File: src/tiop_pkg.sv
/*
  constants, register map and carrier types for the timed i/o port unit.
  assumes a single 200 MHz core clock and a plain register port.
*/
package tiop_pkg;
  localparam int DATA_W      = 32;
  localparam int ADDR_W      = 8;
  localparam int CNT_W       = 16;
  localparam int NUM_CLKBLK  = 6;
  localparam int CORE_MHZ    = 200;
  localparam int REF_MHZ     = 100;
  localparam int REF_DIV_CYC = CORE_MHZ / REF_MHZ;
  localparam logic [7:0] REF_DIV_LIM = 8'(REF_DIV_CYC - 1);
  localparam int EV_W        = 3;

  // register byte offsets
  localparam logic [ADDR_W-1:0] OFS_CTRL   = 8'h00;
  localparam logic [ADDR_W-1:0] OFS_DATA   = 8'h04;
  localparam logic [ADDR_W-1:0] OFS_COND   = 8'h08;
  localparam logic [ADDR_W-1:0] OFS_TIME   = 8'h0c;
  localparam logic [ADDR_W-1:0] OFS_COUNT  = 8'h10;
  localparam logic [ADDR_W-1:0] OFS_TSTAMP = 8'h14;
  localparam logic [ADDR_W-1:0] OFS_CLKCFG = 8'h18;
  localparam logic [ADDR_W-1:0] OFS_STATUS = 8'h1c;
  localparam logic [ADDR_W-1:0] OFS_MASK   = 8'h20;
  localparam logic [ADDR_W-1:0] OFS_PORTST = 8'h24;

  // clkcfg write layout
  localparam int CLKCFG_IDX_LSB = 16;
  localparam int CLKCFG_EXT_BIT = 8;

  // status / mask bit positions
  localparam int ST_RX   = 0;
  localparam int ST_TX   = 1;
  localparam int ST_COND = 2;

  // width select codes: 1, 4, 8, 16, 32 bits
  localparam logic [2:0] WSEL_1  = 3'h0;
  localparam logic [2:0] WSEL_4  = 3'h1;
  localparam logic [2:0] WSEL_8  = 3'h2;
  localparam logic [2:0] WSEL_16 = 3'h3;
  localparam logic [2:0] WSEL_32 = 3'h4;

  typedef struct packed {
    logic [2:0] clk_sel;
    logic       timed;
    logic       cond_neq;
    logic       cond_en;
    logic       strobe_out_en;
    logic       strobe_in_en;
    logic [2:0] width_sel;
    logic       open_drain;
    logic       dir_out;
    logic       enable;
  } tiop_ctrl_s;

  localparam tiop_ctrl_s CTRL_RST = '0;

  typedef struct packed {
    logic       ext_src;
    logic [7:0] div;
  } tiop_clkcfg_s;

  localparam tiop_clkcfg_s CLKCFG_RST = '0;

  typedef enum logic {TX_IDLE, TX_SHIFT} tiop_tx_e;
  typedef enum logic {RX_WAIT, RX_SHIFT} tiop_rx_e;
endpackage

File: src/tiop_port.sv
/*
  timed i/o port unit: one port of selectable width 1..32 with serdes,
  transfer registers, 16-bit port counter, timestamp, wait condition,
  strobes, open-drain, pin sharing and six clock blocks.
  assumes pins, strobe and external clock inputs are synchronous to core_clk_i.
*/
// Functional notes
// - port widths 1, 4, 8, 16, 32; all pins of a port share one direction.
// - port drives pins high or low, or samples them, optionally after a condition.
// - every core access to the port completes in one cycle.
// - open-drain: zero drives low, one leaves the pin undriven; per port.
// - data passes through a serialiser plus transfer register.
// - a 16-bit port counter can time the transfer.
// - counter readable any time; transfers can wait for a future count.
// - counter value saved as timestamp on each transfer.
// - an enabled link sharing the pins disables the port's drive.
// - narrower enabled port wins shared pins; unshared pins stay usable.
// - port always works at its full width.
// - six clock blocks; block 0 is the 100 MHz reference, others programmable.
// - a clock block may take a 1-bit input as clock, optionally divided.
// - ports accept an input strobe and can produce an output strobe.
// - after reset the port uses clock block 0.
// - pin conditions and transfers become events for the scheduler.
// - while in reset every pin has its pull-down enabled.
`timescale 1ns/10ps
module tiop_port
  import tiop_pkg::*;
(
  input  wire logic              core_clk_i,
  input  wire logic              nrst_i,
  input  wire logic [ADDR_W-1:0] addr_i,
  input  wire logic [DATA_W-1:0] wdata_i,
  input  wire logic              wr_i,
  input  wire logic              rd_i,
  output logic      [DATA_W-1:0] rdata_o,
  input  wire logic [DATA_W-1:0] pin_i,
  output logic      [DATA_W-1:0] pin_o,
  output logic      [DATA_W-1:0] pin_oe_o,
  output logic                   pull_down_o,
  input  wire logic              ext_clk_i,
  input  wire logic              strobe_in_i,
  output logic                   strobe_out_o,
  input  wire logic              link_en_i,
  input  wire logic [DATA_W-1:0] narrow_claim_i,
  output logic                   event_o,
  output logic                   irq_o
);

  tiop_ctrl_s              ctrl_ff;
  tiop_clkcfg_s            clkcfg_ff [NUM_CLKBLK];
  logic [2:0]              clkidx_ff;
  logic [DATA_W-1:0]       cond_ff;
  logic [CNT_W-1:0]        time_ff;
  logic [CNT_W-1:0]        cnt_ff;
  logic [CNT_W-1:0]        tstamp_ff;
  logic [EV_W-1:0]         status_ff;
  logic [EV_W-1:0]         mask_ff;
  logic [DATA_W-1:0]       rdata_ff;
  logic                    ext_prev_ff;
  logic [NUM_CLKBLK-1:0]   tick_ff;
  tiop_tx_e                tx_st_ff;
  logic [DATA_W-1:0]       txbuf_ff;
  logic                    txv_ff;
  logic [DATA_W-1:0]       shreg_ff;
  logic [5:0]              shcnt_ff;
  tiop_rx_e                rx_st_ff;
  logic [DATA_W-1:0]       rxsh_ff;
  logic [5:0]              rxcnt_ff;
  logic [DATA_W-1:0]       rxbuf_ff;
  logic                    rxv_ff;
  logic [DATA_W-1:0]       pin_ff;
  logic [DATA_W-1:0]       pin_oe_ff;
  logic                    pd_ff;
  logic                    strobe_out_ff;
  logic                    event_ff;
  logic                    irq_ff;

  logic                    ext_rise;
  logic                    port_tick;
  logic [2:0]              lg;
  logic [5:0]              wbits;
  logic [5:0]              last_chunk;
  logic [DATA_W-1:0]       wmask;
  logic [DATA_W-1:0]       avail;
  logic                    time_ok;
  logic                    cond_met;
  logic                    rx_qual;
  logic [DATA_W-1:0]       rx_next;
  logic                    tx_load;
  logic                    rx_start;
  logic                    rx_done;
  logic [EV_W-1:0]         ev;
  logic                    wr_ctrl;
  logic                    wr_data;
  logic                    rd_data;

  assign wr_ctrl = wr_i && (addr_i == OFS_CTRL);
  assign wr_data = wr_i && (addr_i == OFS_DATA);
  assign rd_data = rd_i && (addr_i == OFS_DATA);

  // width decode: full width always, pins shared with others masked on drive
  always_comb begin
    case (ctrl_ff.width_sel)
      WSEL_1:  lg = 3'h0;
      WSEL_4:  lg = 3'h2;
      WSEL_8:  lg = 3'h3;
      WSEL_16: lg = 3'h4;
      default: lg = 3'h5;
    endcase
    wbits      = 6'h1 << lg;
    last_chunk = (6'h20 >> lg) - 6'h1;
    wmask      = (lg == 3'h5) ? {DATA_W{1'b1}} : ((32'h1 << wbits) - 32'h1);
    avail      = wmask & ~narrow_claim_i & {DATA_W{~link_en_i}};
  end

  // clock blocks
  assign ext_rise = ext_clk_i & ~ext_prev_ff;

  always_ff @(posedge core_clk_i or negedge nrst_i) begin
    if (!nrst_i) begin
      ext_prev_ff <= 1'b0;
    end else begin
      ext_prev_ff <= ext_clk_i;
    end
  end

  for (genvar b = 0; b < NUM_CLKBLK; b++) begin : g_cb
    logic       src;
    logic [7:0] lim;
    logic [7:0] div_ff;
    always_comb begin
      if (b == 0) begin
        src = 1'b1;
        lim = REF_DIV_LIM;
      end else begin
        src = clkcfg_ff[b].ext_src ? ext_rise : 1'b1;
        lim = clkcfg_ff[b].div;
      end
    end
    always_ff @(posedge core_clk_i or negedge nrst_i) begin
      if (!nrst_i) begin
        div_ff     <= 8'h00;
        tick_ff[b] <= 1'b0;
      end else begin
        tick_ff[b] <= 1'b0;
        if (src) begin
          if (div_ff >= lim) begin
            div_ff     <= 8'h00;
            tick_ff[b] <= 1'b1;
          end else begin
            div_ff <= div_ff + 8'h01;
          end
        end
      end
    end
  end

  assign port_tick = ctrl_ff.enable && (ctrl_ff.clk_sel < 3'(NUM_CLKBLK)) && tick_ff[ctrl_ff.clk_sel];

  // port counter
  always_ff @(posedge core_clk_i or negedge nrst_i) begin
    if (!nrst_i) begin
      cnt_ff <= '0;
    end else if (port_tick) begin
      cnt_ff <= cnt_ff + 16'h0001;
    end
  end

  assign time_ok = !ctrl_ff.timed || (cnt_ff == time_ff);

  always_comb begin
    cond_met = 1'b1;
    if (ctrl_ff.cond_en) begin
      cond_met = ((pin_i & wmask) == (cond_ff & wmask)) ^ ctrl_ff.cond_neq;
    end
  end

  // output path
  assign tx_load = port_tick && ctrl_ff.dir_out && txv_ff && time_ok &&
                   (tx_st_ff == TX_IDLE || shcnt_ff == last_chunk);

  always_ff @(posedge core_clk_i or negedge nrst_i) begin
    if (!nrst_i) begin
      txbuf_ff <= '0;
      txv_ff   <= 1'b0;
    end else if (wr_data) begin
      txbuf_ff <= wdata_i;
      txv_ff   <= 1'b1;
    end else if (tx_load) begin
      txv_ff <= 1'b0;
    end
  end

  always_ff @(posedge core_clk_i or negedge nrst_i) begin
    if (!nrst_i) begin
      tx_st_ff <= TX_IDLE;
      shreg_ff <= '0;
      shcnt_ff <= '0;
    end else if (port_tick && ctrl_ff.dir_out) begin
      case (tx_st_ff)
        TX_IDLE: begin
          if (tx_load) begin
            shreg_ff <= txbuf_ff;
            shcnt_ff <= '0;
            tx_st_ff <= TX_SHIFT;
          end
        end
        TX_SHIFT: begin
          if (tx_load) begin
            shreg_ff <= txbuf_ff;
            shcnt_ff <= '0;
          end else if (shcnt_ff != last_chunk) begin
            shreg_ff <= shreg_ff >> wbits;
            shcnt_ff <= shcnt_ff + 6'h01;
          end else begin
            tx_st_ff <= TX_IDLE;
          end
        end
        default: tx_st_ff <= TX_IDLE;
      endcase
    end
  end

  // input path
  assign rx_qual  = port_tick && !ctrl_ff.dir_out && (!ctrl_ff.strobe_in_en || strobe_in_i);
  assign rx_start = rx_qual && (rx_st_ff == RX_WAIT) && time_ok && cond_met;
  assign rx_next  = (rxsh_ff >> wbits) | ((pin_i & wmask) << (6'h20 - wbits));
  assign rx_done  = (rx_start && last_chunk == 6'h00) ||
                    (rx_qual && rx_st_ff == RX_SHIFT && rxcnt_ff == last_chunk);

  always_ff @(posedge core_clk_i or negedge nrst_i) begin
    if (!nrst_i) begin
      rx_st_ff <= RX_WAIT;
      rxsh_ff  <= '0;
      rxcnt_ff <= '0;
    end else begin
      case (rx_st_ff)
        RX_WAIT: begin
          if (rx_start) begin
            rxsh_ff  <= rx_next;
            rxcnt_ff <= 6'h01;
            if (last_chunk != 6'h00) begin
              rx_st_ff <= RX_SHIFT;
            end
          end
        end
        RX_SHIFT: begin
          if (ctrl_ff.dir_out) begin
            rx_st_ff <= RX_WAIT;
          end else if (rx_qual) begin
            rxsh_ff  <= rx_next;
            rxcnt_ff <= rxcnt_ff + 6'h01;
            if (rxcnt_ff == last_chunk) begin
              rx_st_ff <= RX_WAIT;
            end
          end
        end
        default: rx_st_ff <= RX_WAIT;
      endcase
    end
  end

  always_ff @(posedge core_clk_i or negedge nrst_i) begin
    if (!nrst_i) begin
      rxbuf_ff <= '0;
      rxv_ff   <= 1'b0;
    end else if (rx_done) begin
      rxbuf_ff <= rx_next;
      rxv_ff   <= 1'b1;
    end else if (rd_data) begin
      rxv_ff <= 1'b0;
    end
  end

  // timestamp
  always_ff @(posedge core_clk_i or negedge nrst_i) begin
    if (!nrst_i) begin
      tstamp_ff <= '0;
    end else if (tx_load || rx_done) begin
      tstamp_ff <= cnt_ff;
    end
  end

  // pin drive
  always_ff @(posedge core_clk_i or negedge nrst_i) begin
    if (!nrst_i) begin
      pin_ff        <= '0;
      pin_oe_ff     <= '0;
      strobe_out_ff <= 1'b0;
      pd_ff         <= 1'b1;
    end else begin
      pd_ff <= 1'b0;
      if (ctrl_ff.enable && ctrl_ff.dir_out) begin
        if (ctrl_ff.open_drain) begin
          pin_ff    <= '0;
          pin_oe_ff <= ~shreg_ff & avail;
        end else begin
          pin_ff    <= shreg_ff & avail;
          pin_oe_ff <= avail;
        end
      end else begin
        pin_ff    <= '0;
        pin_oe_ff <= '0;
      end
      strobe_out_ff <= ctrl_ff.enable && ctrl_ff.dir_out && ctrl_ff.strobe_out_en &&
                       (tx_st_ff == TX_SHIFT) && !link_en_i;
    end
  end

  // events, status and interrupt
  assign ev[ST_RX]   = rx_done;
  assign ev[ST_TX]   = tx_load;
  assign ev[ST_COND] = rx_start && ctrl_ff.cond_en;

  always_ff @(posedge core_clk_i or negedge nrst_i) begin
    if (!nrst_i) begin
      status_ff <= '0;
      event_ff  <= 1'b0;
      irq_ff    <= 1'b0;
    end else begin
      event_ff <= |ev;
      irq_ff   <= |(status_ff & mask_ff);
      if (wr_i && addr_i == OFS_STATUS) begin
        status_ff <= (status_ff & ~wdata_i[EV_W-1:0]) | ev;
      end else begin
        status_ff <= status_ff | ev;
      end
    end
  end

  // register writes
  always_ff @(posedge core_clk_i or negedge nrst_i) begin
    if (!nrst_i) begin
      ctrl_ff   <= CTRL_RST;
      cond_ff   <= '0;
      time_ff   <= '0;
      mask_ff   <= '0;
      clkidx_ff <= '0;
      for (int i = 0; i < NUM_CLKBLK; i++) begin
        clkcfg_ff[i] <= CLKCFG_RST;
      end
    end else if (wr_i) begin
      case (addr_i)
        OFS_CTRL: ctrl_ff <= tiop_ctrl_s'(wdata_i[$bits(tiop_ctrl_s)-1:0]);
        OFS_COND: cond_ff <= wdata_i;
        OFS_TIME: time_ff <= wdata_i[CNT_W-1:0];
        OFS_MASK: mask_ff <= wdata_i[EV_W-1:0];
        OFS_CLKCFG: begin
          clkidx_ff <= wdata_i[CLKCFG_IDX_LSB +: 3];
          if (wdata_i[CLKCFG_IDX_LSB +: 3] < 3'(NUM_CLKBLK)) begin
            clkcfg_ff[wdata_i[CLKCFG_IDX_LSB +: 3]] <= {wdata_i[CLKCFG_EXT_BIT], wdata_i[7:0]};
          end
        end
        default: ;
      endcase
    end
  end

  // register reads, data one cycle after the strobe
  always_ff @(posedge core_clk_i or negedge nrst_i) begin
    if (!nrst_i) begin
      rdata_ff <= '0;
    end else if (rd_i) begin
      case (addr_i)
        OFS_CTRL:   rdata_ff <= 32'(ctrl_ff);
        OFS_DATA:   rdata_ff <= rxbuf_ff;
        OFS_COND:   rdata_ff <= cond_ff;
        OFS_TIME:   rdata_ff <= 32'(time_ff);
        OFS_COUNT:  rdata_ff <= 32'(cnt_ff);
        OFS_TSTAMP: rdata_ff <= 32'(tstamp_ff);
        OFS_CLKCFG: begin
          if (clkidx_ff < 3'(NUM_CLKBLK)) begin
            rdata_ff <= {13'h0, clkidx_ff, 7'h0, clkcfg_ff[clkidx_ff]};
          end else begin
            rdata_ff <= {13'h0, clkidx_ff, 16'h0};
          end
        end
        OFS_STATUS: rdata_ff <= 32'(status_ff);
        OFS_MASK:   rdata_ff <= 32'(mask_ff);
        OFS_PORTST: rdata_ff <= {28'h0, (rx_st_ff == RX_SHIFT), (tx_st_ff == TX_SHIFT), txv_ff, rxv_ff};
        default:    rdata_ff <= '0;
      endcase
    end else begin
      rdata_ff <= '0;
    end
  end

  assign rdata_o      = rdata_ff;
  assign pin_o        = pin_ff;
  assign pin_oe_o     = pin_oe_ff;
  assign pull_down_o  = pd_ff;
  assign strobe_out_o = strobe_out_ff;
  assign event_o      = event_ff;
  assign irq_o        = irq_ff;

endmodule

File: config.mk
export PLATFORM = sky130hd
export DESIGN_NAME = tiop_port
export DESIGN_NICKNAME = d
export VERILOG_FILES = /design/src/tiop_pkg.sv /design/src/tiop_port.sv
export SDC_FILE = /design/constraint.sdc
export NUM_CORES = 1
export LEC_CHECK = 0
export BUFFER_PORTS_ARGS = -buffer_cell sky130_fd_sc_hd__buf_2
export CAP_MARGIN = 10
export CORE_MARGIN = 1
export CORE_UTILIZATION = 60
export DETAILED_ROUTE_END_ITERATION = 6
export PLACE_DENSITY_LB_ADDON = 0.1
export SYNTH_ARGS = -nofsm -noshare
export SYNTH_HDL_FRONTEND = slang
export SYNTH_SLANG_ARGS = --single-unit
File: constraint.sdc
create_clock -name core_clk_i -period 5.7 [get_ports core_clk_i]
set_clock_uncertainty 0.15 [all_clocks]
set_input_delay 0 -clock core_clk_i [delete_from_list [all_inputs] [get_ports core_clk_i]]
set_output_delay 0 -clock core_clk_i [all_outputs]
set_load 0.05 [all_outputs]
; ---- After elaboration in Yosys (flattened, before gate mapping)
; Index checks and enable logic that the tools add are counted.
[op_classes]
n_reduce_logical = 48
n_addsub = 12
n_mul = 0
mux = 71
n_eq_ne = 23
order_cmp = 13
n_div = 0
bitwise_logic = 22
n_shift = 6
[ops]
columns = cell, count
row1 = two-way mux 32 bit, 12
row2 = one-hot mux 32 bit (10 select lines), 1
row3 = AND 32 bit, 6
row4 = one-hot mux 32 bit (2 select lines), 2
row5 = NOT 32 bit, 2
row6 = >> shifter 32 x 6 -> 32 bit, 2
row7 = bitwise mux 54 bit, 1
row8 = adder 8 x 1 -> 8 bit (second input constant), 6
row9 = two-way mux 8 bit, 6
row10 = >= comparator 8 bit, 5
row11 = two-way mux 6 bit, 6
row12 = two-way mux 9 bit, 4
row13 = == test 32 bit, 1
row14 = == test 8 x 5 -> 1 bit (second input constant), 4
row15 = OR 32 bit, 1
row16 = left shift 1 x 6 -> 32 bit (first input constant), 1
row17 = left shift 32 x 6 -> 32 bit, 1
row18 = subtractor 32 x 1 -> 32 bit (second input constant), 1
row19 = two-way mux 1 bit, 30
row20 = binary-select mux 9 bit (select 3 bit), 1
row21 = demux 9 bit (select 3 bit), 1
row22 = one-hot mux 6 bit (2 select lines), 2
row23 = logical AND 1 bit, 23
row24 = adder 16 x 1 -> 16 bit (second input constant), 1
row25 = other kinds (43), 75
[totals]
mem_count = 0
mem_bits_rw = 0
out_inout_bits = 100
in_bits = 111
romBits = 0
latchBits = 0
reg_bits = 456

; ---- Longest topological paths before layout
[logic_depth]
ltp_word = 15
ltp_mapped = 18
depth_no_buf = 14

; ---- Worst setup path before layout
; No wires, ideal clock.
[synth_path]
kind = register -> register
start = register ctrl_ff[3] (netlist bit)
end = register tstamp_ff[10]
n_path_buf = 6
t_required_ps = 5425
synth_period_minus_slack_ps = 4165
setup_time_ps = 125
stages_incl_launch_ff = 15
setup_slack_ps = 1535
t_arrival_ps = 3890
path_cell_list = dfrtp_1 buf_2 buf_1 clkbuf_1 clkbuf_1 nand2_1 ha_1 xor2_1 or3_1 o31ai_2 nor3b_2 and2b_1 buf_6 buf_8 mux2_4
[synth_via]
elab_chain_len = 14
word_cells_on_any_way = 27
cone_classes = add/sub: 2 / eq/ne: 7 / shift: 3 / mux: 3 / bitwise: 3 / reduce/logical: 9
[synth_lines]
columns = item, line
row1 = start: declaration, tiop_port.sv:49  ; tiop_ctrl_s ctrl_ff;
row2 = start signal: assignment, tiop_port.sv:344  ; OFS_CTRL: ctrl_ff <= tiop_ctrl_s'(wdata_i[$bits(tiop_ctrl_s)-1:0]);
row3 = "== test 3 x 2 -> 1 bit, or another cell as far along", tiop_port.sv:103  ; case (ctrl_ff.width_sel)
row4 = one-hot mux 3 bit (4 select lines) *, tiop_port.sv:103
row5 = left shift 1 x 3 -> 6 bit, tiop_port.sv:110  ; wbits = 6'h1 << lg;
row6 = left shift 1 x 6 -> 32 bit, tiop_port.sv:112  ; wmask = (lg == 3'h5) ? {DATA_W{1'b1}} : ((32'h1 << wbits) - 32'h1);
row7 = subtractor 32 x 1 -> 32 bit, tiop_port.sv:112
row8 = two-way mux 32 bit, tiop_port.sv:112
row9 = AND 32 bit, tiop_port.sv:174  ; cond_met = ((pin_i & wmask) == (cond_ff & wmask)) ^ ctrl_ff.cond_neq;
row10 = == test 32 bit, tiop_port.sv:174
row11 = bitwise XOR 1 bit, tiop_port.sv:174
row12 = two-way mux 1 bit, tiop_port.sv:173  ; if (ctrl_ff.cond_en) begin
row13 = logical AND 1 bit, tiop_port.sv:226  ; assign rx_start = rx_qual && (rx_st_ff == RX_WAIT) && time_ok && cond_met;
row14 = logical AND 1 bit, tiop_port.sv:228  ; assign rx_done = (rx_start && last_chunk == 6'h00) ||
row15 = logical OR 1 bit, tiop_port.sv:228
row16 = logical OR 1 bit *, tiop_port.sv:279  ; end else if (tx_load || rx_done) begin
row17 = end signal: assignment, tiop_port.sv:280  ; tstamp_ff <= cnt_ff;
row18 = end: declaration, tiop_port.sv:55  ; logic [CNT_W-1:0] tstamp_ff;
; Mark *: on every way between the ends. The rest lies on a longest branch, timed or not.
; A chain may end at the register's enable or synchronous reset.

; ---- Worst setup path in the final report
[layout_path]
start = register ctrl_ff[3] (netlist bit)
end = register rxsh_ff[10]
[layout_via]
elab_chain_len = 13
word_cells_on_any_way = 26
cone_classes = add/sub: 2 / eq/ne: 6 / shift: 4 / mux: 7 / bitwise: 4 / reduce/logical: 3
[layout_lines]
columns = item, line
row1 = "== test 3 x 2 -> 1 bit, or another cell as far along", tiop_port.sv:103
row2 = one-hot mux 3 bit (4 select lines) *, tiop_port.sv:103
row3 = "parallel branches: the longest is 11 deep, another holds subtractor 32 x 1 -> 32 bit", n/a
row4 = end signal: assignment, tiop_port.sv:240  ; rxsh_ff <= rx_next;
row5 = end signal: assignment, tiop_port.sv:251  ; rxsh_ff <= rx_next;
row6 = end: declaration, tiop_port.sv:67  ; logic [DATA_W-1:0] rxsh_ff;
; Mark *: on every way between the ends. The select of a mux whose other input is x is not followed.

==> results_dict.tcl <==
set metrics [dict create \
    row_count 71 \
    core_um2 37700 \
    synth-edff-count 0 \
    worstPathCellList "or3_1 > inv_2 > ha_1 > nand2_1 > ha_1 > nor2b_1 > o21ai_0 > a221o_1 > a311oi_1 > a31oi_1 > nor3b_4 > buf_4 > mux2_2" \
    syn_inst 2066 \
    power.density_nw_per_um2 301 \
    clock.fmax_mhz 211 \
    ioPinCount 211 \
    drtIter0Drc 1823 \
    numCtsBuffers 47 \
    clk_pin_slew_worst_paths_ns 0.06 \
    drive_gt1_share_pct 24.4 \
    syn_to_final_growth_pct 19.6 \
    finalHoldViolations 0 \
    placed_area_um2 24500 \
    cp.arrival_ns 5.06 \
    dieHeight_um 198 \
    layout_commonest_cell "dfrtp_1" \
    dr.pass1.iters 6 \
    p_leak_uw 0.0130 \
    final_util_pct 72.9 \
    p_sw_uw 2330 \
    p_total_uw 8270 \
    final_cell_mix "dfrtp_1, buf_2, mux2_2, nand2_1, dlygate4sd3_1" \
    crit_top_cell "ha_1" \
    vias_per_cell 6.17 \
    vias 18100 \
    cpPeakStageDelay_ns 0.52 \
    fin_crit_sh_pct 83.3 \
    crit_type "reg -> reg" \
    p_int_uw 5940 \
    fin_setup_tns_ns 0 \
    nFillCells 2682 \
    holdPathStages 3 \
    drt_wl_total_um 68500 \
    synthFlopType "dfrtp_1" \
    hpwl_um 46300 \
    endpoint_kind "register" \
    htree_levels 2 \
    pwr-share-comb_pct 16.1 \
    clk_latency_ns 0.59 \
    globalplace.congestion 0.949 \
    status "finished, final reports clean" \
    cts_tree "done" \
    postCtsSetupBuffers 0 \
    swShare_pct 28.2 \
    critPathSlowestCell "or3_1" \
    gr-total-overflow 0 \
    wl_per_cell_um 23.4 \
    worstMarginPinSlew_ns 1.23 \
    hold_class "in -> reg" \
    design_area_um2 27500 \
    syn_area_per_cell_um2 11.1 \
    cts_sinks 455 \
    drcViolationCount 0 \
    cts_resized 0 \
    slew_headroom_pct 17.7 \
    grt_pass1_wl_um 106000 \
    start_util_pct 61.0 \
    nNetsFinal 2555 \
    dr_wl_met2_um 32600 \
    ir_drop_v 0.000295 \
    min_period_ns 4.75 \
    slew_viol_final 0 \
    yosysSeqAreaShare_pct 49.6 \
    required_ns 6.01 \
    ys_ff_latch 455 \
    timing.critical_path.fanout_max 33 \
    wl_met3_um 5380 \
    rsz0062_at_grt "no" \
    port_buffers 210 \
    ff2ff_path_depth 13 \
    synthesis.area_um2 23000 \
    cp-start-kind "register" \
    yosys_warnings 0 \
    grt_pass1_vias 18200 \
    met1_length_um 27600 \
    grtUsageTotal_pct 35.7 \
    top_layer "met4" \
    synth-async-reset-ratio_pct 100 \
    setup_viol 0 \
    antenna_found_initial 1 \
    synthDistinctLibCells 79 \
    grt_max_degree 175 \
    cts_root_buf "clkbuf_16" \
    die_w_um 198 \
    ctsLongestPathBuffers 3 \
    p_seq_share_pct 45.9 \
    die-area_um2 39100 \
    ant_nets 0 \
    maxCapViolations 0 \
    clockPowerShare_pct 38.0 \
]
## layout make-up
cell class                      count  area, µm²  share of cell area, %
Multi-Input combinational cell   1420      10800                   39.4
Clock buffer                       70       1400                   5.11
Inverter                           80        300                   1.09
Tap cell                          511        639                   2.33
Antenna cell                        1       2.50                0.00911
Sequential cell                   455      11400                   41.5
Timing Repair Buffer              381       2740                   9.97
Clock inverter                     16        166                  0.606
## flip-flops by register name, indices dropped and copies added, names as in the netlist, 31 cells and up
signal and count:
txbuf_ff 32, rdata_o 32, g_cb.lim 40, shreg_ff 32, pin_o 32, g_cb.div_ff 48
cond_ff 32, rxbuf_ff 32, pin_oe_o 32, rxsh_ff 31
## critical path: cells and delay by family, from the launching register on
kind | cells | cell delay [ns]
muxes | 1 | 0.40
adders and majority gates | 2 | 0.60
DFF | 1 | 0.46
buffers and inverters | 2 | 0.74
AOI/OAI and AO/OA | 4 | 1.13
and+or+nand+nor | 4 | 1.13
## cells by family after synthesis
family | share of synthesized area (%)
AO/OA/AOI/OAI | 12.0
XOR/XNOR | 3.43
adder cells (fa/ha/maj) | 3.22
buffers and inverters | 3.50
flip-flops | 49.6
multiplexers | 17.4
other | 0.0327
AND/OR/NAND/NOR | 10.9
## power groups by stage
stage	combinational, µW	sequential [µW]	clock [µW]
finish	1330	3790	3140
global route	1470	3810	3290
CTS	1320	3780	3160
detailed placement	1230	3830	0
global placement	1190	3820	0
floorplan	875	3700	0
## final timing paths
kind | startpoint | to | slack (ns)
max | ctrl_ff[3]$_DFFE_PN0P_ | rxsh_ff[10]$_DFFE_PN0P_ | 0.95
min | narrow_claim_i[17] | pin_o[17]$_DFF_PN0_ | 0.004
max reg2reg | ctrl_ff[3]$_DFFE_PN0P_ | rxsh_ff[10]$_DFFE_PN0P_ | 0.95
min reg2reg | txbuf_ff[4]$_DFFE_PN0P_ | shreg_ff[4]$_DFFE_PN0P_ | 0.33
max in group asynchronous | nrst_i | g_cb[2].div_ff[2]$_DFFE_PN0P_ | 3.98
min in group asynchronous | nrst_i | pin_oe_o[21]$_DFF_PN0_ | 0.50
## per-layer routing
layer,vias to the layer above,GRT usage [%]
li1,8045,-
met1,9067,47.6
met2,838,58.0
met3,166,5.58
met4,0,15.7
met5,-,0
## synth_stat cells (all sizes together) (7+ instances only)
cell / n / area [µm²]
nor2b: 21 / 131
a2111oi: 10 / 106
o22ai: 13 / 81.3
inv: 78 / 293
and3: 20 / 126
or2: 9 / 56.3
nand2: 178 / 668
a22o: 22 / 193
nor3: 24 / 120
mux2i: 66 / 661
nand4: 13 / 81.3
ha: 59 / 738
a211oi: 33 / 248
a222oi: 7 / 70.1
a21oi: 97 / 485
buf: 43 / 214
a22oi: 31 / 246
and2: 14 / 87.6
dfrtp: 454 / 11400
a31oi: 14 / 87.6
xor2: 43 / 377
nand2b: 13 / 81.3
a221oi: 18 / 158
a21o: 21 / 158
or3: 10 / 62.6
nand3: 35 / 175
nor2: 134 / 503
xnor2: 47 / 412
mux4: 45 / 1020
o21ai: 130 / 654
clkbuf: 77 / 289
nor3b: 30 / 235
mux2: 202 / 2310
## timing repair
action / CTS / global route
endpoints found under the setup margin: 0 / 0
hold buffers: 140 / 0
endpoints found under the hold margin: 410 / 0
## stage by stage
step           hold WS, ns  std cells  setup slack (ns)
3_3_place_gp       -0.0992       2707              1.25
5_1_grt             0.0197       2934             0.696
6_report           0.00419       2934             0.954
4_1_cts            0.00109       2933              1.06
2_1_floorplan       -0.446       2075              1.53
3_5_place_dp       -0.0955       2707              1.07
Note: power is estimated with default switching activity, not from simulation.
